--- src/hw/hdc_regs.svh ---
// Offsets, field positions, reset values and codes of the hub device configuration register
//
// Behaviour
// - Bit 7 set lets strings, lengths and language id be loaded or written.
// - Bit 6 set lets serial number string and length be loaded or written.
// - Bit 5 set forbids U1/U2 on every port unless forced-accept was seen.
// - After forced-accept, U1/U2 stay allowed until power-on reset or upstream disconnect.
// - I2C mode takes bits from EEPROM; SMBus mode lets the SMBus host overwrite.
// - Bit 4 is reserved, read only, always reads 1.
// - Bit 3 captures the shared power strap pin when reset is released.
// - Reporting on: bit 3 low per-port switching, high all ports on first output.
// - Bit 2 captures the power report strap; 0 reporting on, 1 reporting off.
// - Override bit set with extra feature enable high: nonzero downstream U1/U2 timeouts become FFh, zero stays zero.
// - Bit 0 is reserved, read only, always reads 0.
// - Bit 1 resets to 0 on base variant, 1 on alternate; bits 7-5 reset 0.
`ifndef HDC_REGS_SVH
`define HDC_REGS_SVH

`define HDC_DEVCFG_OFFSET 8'h05
`define HDC_DEVCFG_WMASK 8'hEE
`define HDC_DEVCFG_RST_BASE 8'h10
`define HDC_BIT_STRING_WE 7
`define HDC_BIT_SERIAL_WE 6
`define HDC_BIT_LPM_DISABLE 5
`define HDC_BIT_RSVD_ONE 4
`define HDC_BIT_GANGED 3
`define HDC_BIT_REPORT_OFF 2
`define HDC_BIT_TMO_OVERRIDE 1
`define HDC_BIT_RSVD_ZERO 0
`define HDC_TMO_MAX 8'hFF
`define HDC_TMO_ZERO 8'h00
`define HDC_RD_IDLE 8'h00

`endif

--- src/hw/hdc_pkg.sv ---
// Types shared by the hub device configuration logic
package hdc_pkg;

  typedef enum logic {
    HDC_SRC_EEPROM,
    HDC_SRC_SMBUS
  } hdc_src_t;

  typedef struct packed {
    logic string_regs_write_enable;
    logic serial_regs_write_enable;
    logic low_power_link_disable;
    logic rsvd_one;
    logic shared_power;
    logic power_report_off;
    logic idle_timeout_override;
    logic rsvd_zero;
  } hdc_devcfg_t;

  typedef struct packed {
    logic valid;
    hdc_src_t src;
    logic [7:0] addr;
    logic [7:0] data;
  } hdc_wr_t;

  typedef struct packed {
    logic valid;
    logic [7:0] addr;
  } hdc_rd_t;

endpackage

--- src/hw/hdc_timeout_override.sv ---
// Substitutes a downstream U1/U2 timeout when the override is in force
`timescale 1ns/10ps
`include "hdc_regs.svh"
module hdc_timeout_override
  import hdc_pkg::*;
(
  input wire logic i_mclk,
  input wire logic i_resetn,
  input wire logic i_override_en,
  input wire logic [7:0] i_timeout,
  output logic [7:0] o_timeout
);

  logic [7:0] timeout_next;

  always_comb begin
    timeout_next = i_timeout;
    if (i_override_en) begin
      // Zero means disabled and must stay so
      timeout_next = (i_timeout == `HDC_TMO_ZERO) ? `HDC_TMO_ZERO : `HDC_TMO_MAX;
    end
  end

  always_ff @(posedge i_mclk or negedge i_resetn) begin
    if (!i_resetn) begin
      o_timeout <= `HDC_TMO_ZERO;
    end else begin
      o_timeout <= timeout_next;
    end
  end
endmodule // hdc_timeout_override

--- src/hw/hdc_config_reg.sv ---
// Hub device configuration register with strap capture, link power and port power control
`timescale 1ns/10ps
`include "hdc_regs.svh"
module hdc_config_reg
  import hdc_pkg::*;
#(
  parameter int NUM_PORTS = 4,
  parameter bit ALT_VARIANT = 1'b0
) (
  input wire logic i_mclk,
  input wire logic i_resetn,
  input wire logic i_smbus_mode,
  input wire hdc_wr_t i_wr,
  input wire hdc_rd_t i_rd,
  input wire logic i_shared_power_strap_pin,
  input wire logic i_power_report_strap_pin,
  input wire logic i_force_lpm_accept,
  input wire logic i_upstream_disconnect,
  input wire logic i_extra_feature_enable,
  input wire logic [NUM_PORTS-1:0] i_port_power_request,
  input wire logic [1:0][7:0] i_link_timeout,
  output logic o_rd_valid,
  output logic [7:0] o_rd_data,
  output logic o_string_regs_write_enable,
  output logic o_serial_regs_write_enable,
  output logic o_low_power_link_allowed,
  output logic o_power_report_enable,
  output logic [NUM_PORTS-1:0] o_port_power_control_outputs,
  output logic [1:0][7:0] o_link_timeout
);

  // Bit 1 reset depends on the variant, bits 3 and 2 follow the straps
  localparam logic [7:0] DEVCFG_RST = `HDC_DEVCFG_RST_BASE | {6'h00, ALT_VARIANT, 1'b0};

  typedef enum logic {
    ST_CAPTURE,
    ST_RUN
  } hdc_state_t;

  hdc_state_t state_reg;
  hdc_devcfg_t cfg_reg;
  hdc_devcfg_t cfg_next;
  logic force_accept_reg;
  logic force_accept_next;
  logic wr_hit;
  logic src_ok;
  logic rd_hit;
  logic [7:0] rd_next;
  logic [NUM_PORTS-1:0] ppc_next;
  logic tmo_override_en;

  // Straps are caught one edge after release, never inside the reset branch
  always_ff @(posedge i_mclk or negedge i_resetn) begin
    if (!i_resetn) begin
      state_reg <= ST_CAPTURE;
    end else begin
      case (state_reg)
        ST_CAPTURE: state_reg <= ST_RUN;
        ST_RUN: state_reg <= ST_RUN;
        default: state_reg <= ST_CAPTURE;
      endcase
    end
  end

  // Only the source that matches the configuration mode may write
  assign src_ok = (i_wr.src == (i_smbus_mode ? HDC_SRC_SMBUS : HDC_SRC_EEPROM));
  assign wr_hit = i_wr.valid && (i_wr.addr == `HDC_DEVCFG_OFFSET) && src_ok &&
                  (state_reg == ST_RUN);

  always_comb begin
    cfg_next = cfg_reg;
    if (state_reg == ST_CAPTURE) begin
      cfg_next.shared_power = i_shared_power_strap_pin;
      cfg_next.power_report_off = i_power_report_strap_pin;
    end else if (wr_hit) begin
      // Reserved positions keep their fixed values
      cfg_next = hdc_devcfg_t'((cfg_reg & ~`HDC_DEVCFG_WMASK) |
                               (i_wr.data & `HDC_DEVCFG_WMASK));
    end
  end

  always_ff @(posedge i_mclk or negedge i_resetn) begin
    if (!i_resetn) begin
      cfg_reg <= hdc_devcfg_t'(DEVCFG_RST);
    end else begin
      cfg_reg <= cfg_next;
    end
  end

  // Sticky forced-accept; the set wins over a same-cycle disconnect
  always_comb begin
    force_accept_next = force_accept_reg;
    if (i_upstream_disconnect) begin
      force_accept_next = 1'b0;
    end
    if (i_force_lpm_accept) begin
      force_accept_next = 1'b1;
    end
  end

  always_ff @(posedge i_mclk or negedge i_resetn) begin
    if (!i_resetn) begin
      force_accept_reg <= 1'b0;
    end else begin
      force_accept_reg <= force_accept_next;
    end
  end

  always_ff @(posedge i_mclk or negedge i_resetn) begin
    if (!i_resetn) begin
      o_low_power_link_allowed <= 1'b1;
    end else begin
      o_low_power_link_allowed <= !cfg_reg.low_power_link_disable || force_accept_reg;
    end
  end

  always_ff @(posedge i_mclk or negedge i_resetn) begin
    if (!i_resetn) begin
      o_string_regs_write_enable <= 1'b0;
      o_serial_regs_write_enable <= 1'b0;
      o_power_report_enable <= 1'b0;
    end else begin
      o_string_regs_write_enable <= cfg_reg.string_regs_write_enable;
      o_serial_regs_write_enable <= cfg_reg.serial_regs_write_enable;
      o_power_report_enable <= !cfg_reg.power_report_off;
    end
  end

  // Reporting off leaves every port powered, since no switching status is tracked
  generate
    for (genvar p = 0; p < NUM_PORTS; p++) begin : g_port
      always_comb begin
        if (cfg_reg.power_report_off) begin
          ppc_next[p] = 1'b1;
        end else if (cfg_reg.shared_power) begin
          ppc_next[p] = (p == 0) ? |i_port_power_request : 1'b0;
        end else begin
          ppc_next[p] = i_port_power_request[p];
        end
      end
    end
  endgenerate

  always_ff @(posedge i_mclk or negedge i_resetn) begin
    if (!i_resetn) begin
      o_port_power_control_outputs <= '0;
    end else begin
      o_port_power_control_outputs <= ppc_next;
    end
  end

  // Override needs the extra feature enable too, owned by the configuring host
  assign tmo_override_en = cfg_reg.idle_timeout_override && i_extra_feature_enable;

  generate
    for (genvar t = 0; t < 2; t++) begin : g_tmo
      hdc_timeout_override u_tmo (
        .i_mclk(i_mclk),
        .i_resetn(i_resetn),
        .i_override_en(tmo_override_en),
        .i_timeout(i_link_timeout[t]),
        .o_timeout(o_link_timeout[t])
      );
    end
  endgenerate

  // Read port: unmapped offsets read zero
  assign rd_hit = i_rd.valid && (i_rd.addr == `HDC_DEVCFG_OFFSET);

  always_comb begin
    rd_next = `HDC_RD_IDLE;
    if (rd_hit) begin
      rd_next = cfg_reg;
      rd_next[`HDC_BIT_RSVD_ONE] = 1'b1;
      rd_next[`HDC_BIT_RSVD_ZERO] = 1'b0;
    end
  end

  always_ff @(posedge i_mclk or negedge i_resetn) begin
    if (!i_resetn) begin
      o_rd_valid <= 1'b0;
      o_rd_data <= `HDC_RD_IDLE;
    end else begin
      o_rd_valid <= i_rd.valid;
      o_rd_data <= rd_next;
    end
  end
endmodule // hdc_config_reg

--- config.mk ---
export PLATFORM = sky130hd
export DESIGN_NAME = hdc_config_reg
export DESIGN_NICKNAME = d
export VERILOG_FILES = /design/src/hw/hdc_pkg.sv /design/src/hw/hdc_timeout_override.sv /design/src/hw/hdc_config_reg.sv
export VERILOG_INCLUDE_DIRS = /design/src /design/src/hw
export SDC_FILE = /design/constraint.sdc
export NUM_CORES = 1
export LEC_CHECK = 0
export ABC_AREA = 1
export BUFFER_PORTS_ARGS = -buffer_cell sky130_fd_sc_hd__buf_2
export CAP_MARGIN = 0
export CORE_MARGIN = 3
export CORE_UTILIZATION = 43
export CTS_BUF_LIST = sky130_fd_sc_hd__clkbuf_8
export CTS_CLUSTER_SIZE = 14
export DETAILED_ROUTE_END_ITERATION = 10
export GPL_TIMING_DRIVEN = 0
export PLACE_DENSITY = 0.78
export SLEW_MARGIN = 10
export SYNTH_ARGS = -nofsm -noshare
export SYNTH_HDL_FRONTEND = slang
export SYNTH_SLANG_ARGS = --single-unit
export TNS_END_PERCENT = 5
--- constraint.sdc ---
create_clock -name i_mclk -period 1.5 [get_ports i_mclk]
set_input_delay 0.075 -clock i_mclk [delete_from_list [all_inputs] [get_ports i_mclk]]
set_output_delay 0.075 -clock i_mclk [all_outputs]
set_load 0.1 [all_outputs]
==> load_flow_metrics.sql <==
INSERT INTO impl_metrics (metric_group, metric, value, unit) VALUES
('run_status', 'status', 'finished clean', ''),
('die', 'ios', '88', ''),
('yosys', 'synth_largest_type_area_fraction', '0.634', ''),
('clock_network', 'post-cts-setup-buffer-count', '0', ''),
('drt', 'top_layer', 'met4', ''),
('yosys', 'synth_common_cells', '39 x sky130_fd_sc_hd__dfrtp_1, 36 x sky130_fd_sc_hd__inv_1, 21 x sky130_fd_sc_hd__nand2_1, 17 x sky130_fd_sc_hd__o21ai_0, 12 x sky130_fd_sc_hd__nor2_1', ''),
('worst_hold_path', 'min_path_type', 'in2reg', ''),
('placement', 'dp_slack', '384', 'ps'),
('yosys', 'synth_edf_count', '0', ''),
('placement', 'gp_congestion', '0.761', ''),
('drt', 'vias_per_cell', '4.20', ''),
('yosys', 'synthesis.yosys.warnings', '0', ''),
('drt', 'met1_routed_length', '1.22', 'mm'),
('pwr', 'powerDensity', '1050', 'nW/µm²'),
('global_routing', 'grt_first_pass_wirelength', '4.92', 'mm'),
('setup_path', 'startpoint', 'o_low_power_link_allowed', ''),
('drt', 'wl_met3', '199', 'µm'),
('placement', 'place.port_buffers', '84', ''),
('global_routing', 'grt_max_degree', '41', ''),
('die', 'die_area', '4330', 'µm²'),
('drt', 'dr.pass1.iters', '3', ''),
('worst_hold_path', 'min_path_cells', '3', ''),
('setup_path', 'sequence_of_cells_on_the_critical_path', 'buf_2', ''),
('job', 'max_cap_viol_count', '0', ''),
('cells_and_area', 'share_of_layout_cells_above_drive_strength_1', '0.392', ''),
('clock_network', 'cts-resized-gates', '0', ''),
('setup_path', 'cp_num_cells', '1', ''),
('global_routing', 'initial_antenna_violation_count', '0', ''),
('sta', 'setup_viol', '0', ''),
('pwr', 'total_leakage_power', '1.23', 'nW'),
('sta', 'fin_hold_ws', '15.7', 'ps'),
('yosys', 'synth.distinct_cells', '19', ''),
('setup_path', 'timing.critical_path.arrival', '1210', 'ps'),
('clock_network', 'clock-sinks', '40', ''),
('setup_path', 'worstReg2RegStart', 'force_accept_reg', ''),
('setup_path', 'worst-r2r-setup-slack', '340', 'ps'),
('drt', 'vias', '1264', ''),
('sta', 'layout_min_cycle_time', '1290', 'ps'),
('yosys', 'synth_cells', '154', ''),
('pwr', 'design_power_total', '2.30', 'mW'),
('yosys', 'syn-mean-instance-area', '9.99', 'µm²'),
('setup_path', 'path_max_fanout', '1', ''),
('drt', 'drt_iter0_drc', '46', ''),
('drt', 'drt_drc_violations_left', '0', ''),
('cells_and_area', 'layout.core_utilization', '0.646', ''),
('clock_network', 'cts.path.max_buffers', '2', ''),
('yosys', 'synth.most_common_cell', 'sky130_fd_sc_hd__dfrtp_1', ''),
('sta', 'fin_crit_sh', '0.858', ''),
('yosys', 'synth.yosys.seq_area_share', '0.651', ''),
('pwr', 'peakVddDrop', '0.382', 'mV'),
('yosys', 'dominantRegCellSynth', 'sky130_fd_sc_hd__dfrtp_1', ''),
('setup_path', 'start_kind', 'register', ''),
('clock_network', 'worst_skew_pair.late_latency', '280', 'ps'),
('setup_path', 'crit_required', '1420', 'ps'),
('clock_network', 'cts.htree.levels', '2', ''),
('sta', 'clock_skew', '3.08', 'ps'),
('global_routing', 'grt-ovfl-total', '0', ''),
('sta', 'slew_headroom', '0.457', ''),
('yosys', 'post_synth_main_area_contributors', 'sky130_fd_sc_hd__dfrtp_1 63%, sky130_fd_sc_hd__inv_1 8.8%, sky130_fd_sc_hd__o21ai_0 5.5%', ''),
('global_routing', 'track_usage', '0.152', ''),
('global_routing', 'via_count_of_the_first_global_routing_pass', '1146', ''),
('sta', 'setup_repair_after_global_routing_missed_its_margin', 'no', ''),
('worst_hold_path', 'worstHoldStart', 'i_wr[5]', ''),
('drt', 'final_antenna_net_count', '0', ''),
('yosys', 'postSynthNetCount', '209', ''),
('clock_network', 'cts_made_buffers', '5', ''),
('setup_path', 'timing_worst_setup_path_type', 'reg2out', ''),
('drt', 'route.detailed.wl_per_inst', '10.1', 'µm'),
('sta', 'max_slew.worst_pin.slew', '814', 'ps'),
('yosys', 'post_synthesis_async_set_or_reset_flop_share', '1.00', ''),
('setup_path', 'crit_path_top_delay_cell', 'sky130_fd_sc_hd__dfstp_2', '');
[cell usage in the layout, fill, tap and decap left out]
cell and count:
sky130_fd_sc_hd__buf_2 85, sky130_fd_sc_hd__dfrtp_1 39, sky130_fd_sc_hd__inv_1 38, sky130_fd_sc_hd__nand2_1 21
sky130_fd_sc_hd__o21ai_0 17, sky130_fd_sc_hd__nor2_1 12, sky130_fd_sc_hd__dlygate4sd3_1 9, sky130_fd_sc_hd__nand4_1 6
sky130_fd_sc_hd__nand3_1 5, sky130_fd_sc_hd__clkbuf_8 5, sky130_fd_sc_hd__o21ai_1 4, sky130_fd_sc_hd__o21ai_2 2
sky130_fd_sc_hd__nor2_4 2, sky130_fd_sc_hd__conb_1 2, sky130_fd_sc_hd__nor3_2 1, sky130_fd_sc_hd__nand3_2 1
sky130_fd_sc_hd__nor3_1 1, sky130_fd_sc_hd__nand3_4 1, sky130_fd_sc_hd__o21bai_1 1, sky130_fd_sc_hd__buf_4 1
sky130_fd_sc_hd__clkinv_2 1, sky130_fd_sc_hd__dfstp_2 1
[final timing paths]
kind	end
worst max-delay path	o_low_power_link_allowed
worst min-delay path	cfg_reg[5]
worst max register to register	force_accept_reg
worst min register to register	o_serial_regs_write_enable
max in group asynchronous	cfg_reg[2]
min in group asynchronous	g_tmo[0].u_tmo.o_timeout[3]
[kinds of logic after synthesis]
family / after synthesis / synth area share
compound gates: 24 / 0.0846
flops: 40 / 0.651
other cells: 2 / 0.00488
simple gates: 50 / 0.163
buf+inv: 38 / 0.0959
[power breakdown]
group | switching, mW | internal (mW) | leakage [nW]
sequential | 0.0161 | 1.13 | 0.492
combinational | 0.398 | 0.118 | 0.691
clock | 0.332 | 0.312 | 0.0505
total | 0.746 | 1.55 | 1.23
[routing by layer]
metal / global-route usage / up-vias
li1: - / 669
met1: 0.171 / 548
met2: 0.263 / 42
met3: 0.0459 / 5
met4: 0.0699 / 0
met5: 0 / -
[per-stage QoR]
step                      cell area (µm²)  instances
final                                2190        301
after CTS                            2190        301
after global routing                 2190        301
after global placement               2020        284
after detailed placement             2020        284
after floorplan                      1540        154
[worst register-to-register path, delay by kind of cell, from the launching register on]
kind	cells	cell delay (ps)
buf+inv	2	620
flops	1	360
compound gates	1	60
[final cells by class]
type	count	area [µm²]
buffer	2	12.5
clock buffer	5	68.8
clock inverter	3	12.5
fill	291	1200
inverter	36	135
multi-input combinational	76	389
sequential	40	1000
tap	46	57.6
timing repair buffer	93	510
Note: power is estimated with default switching activity, not from simulation.
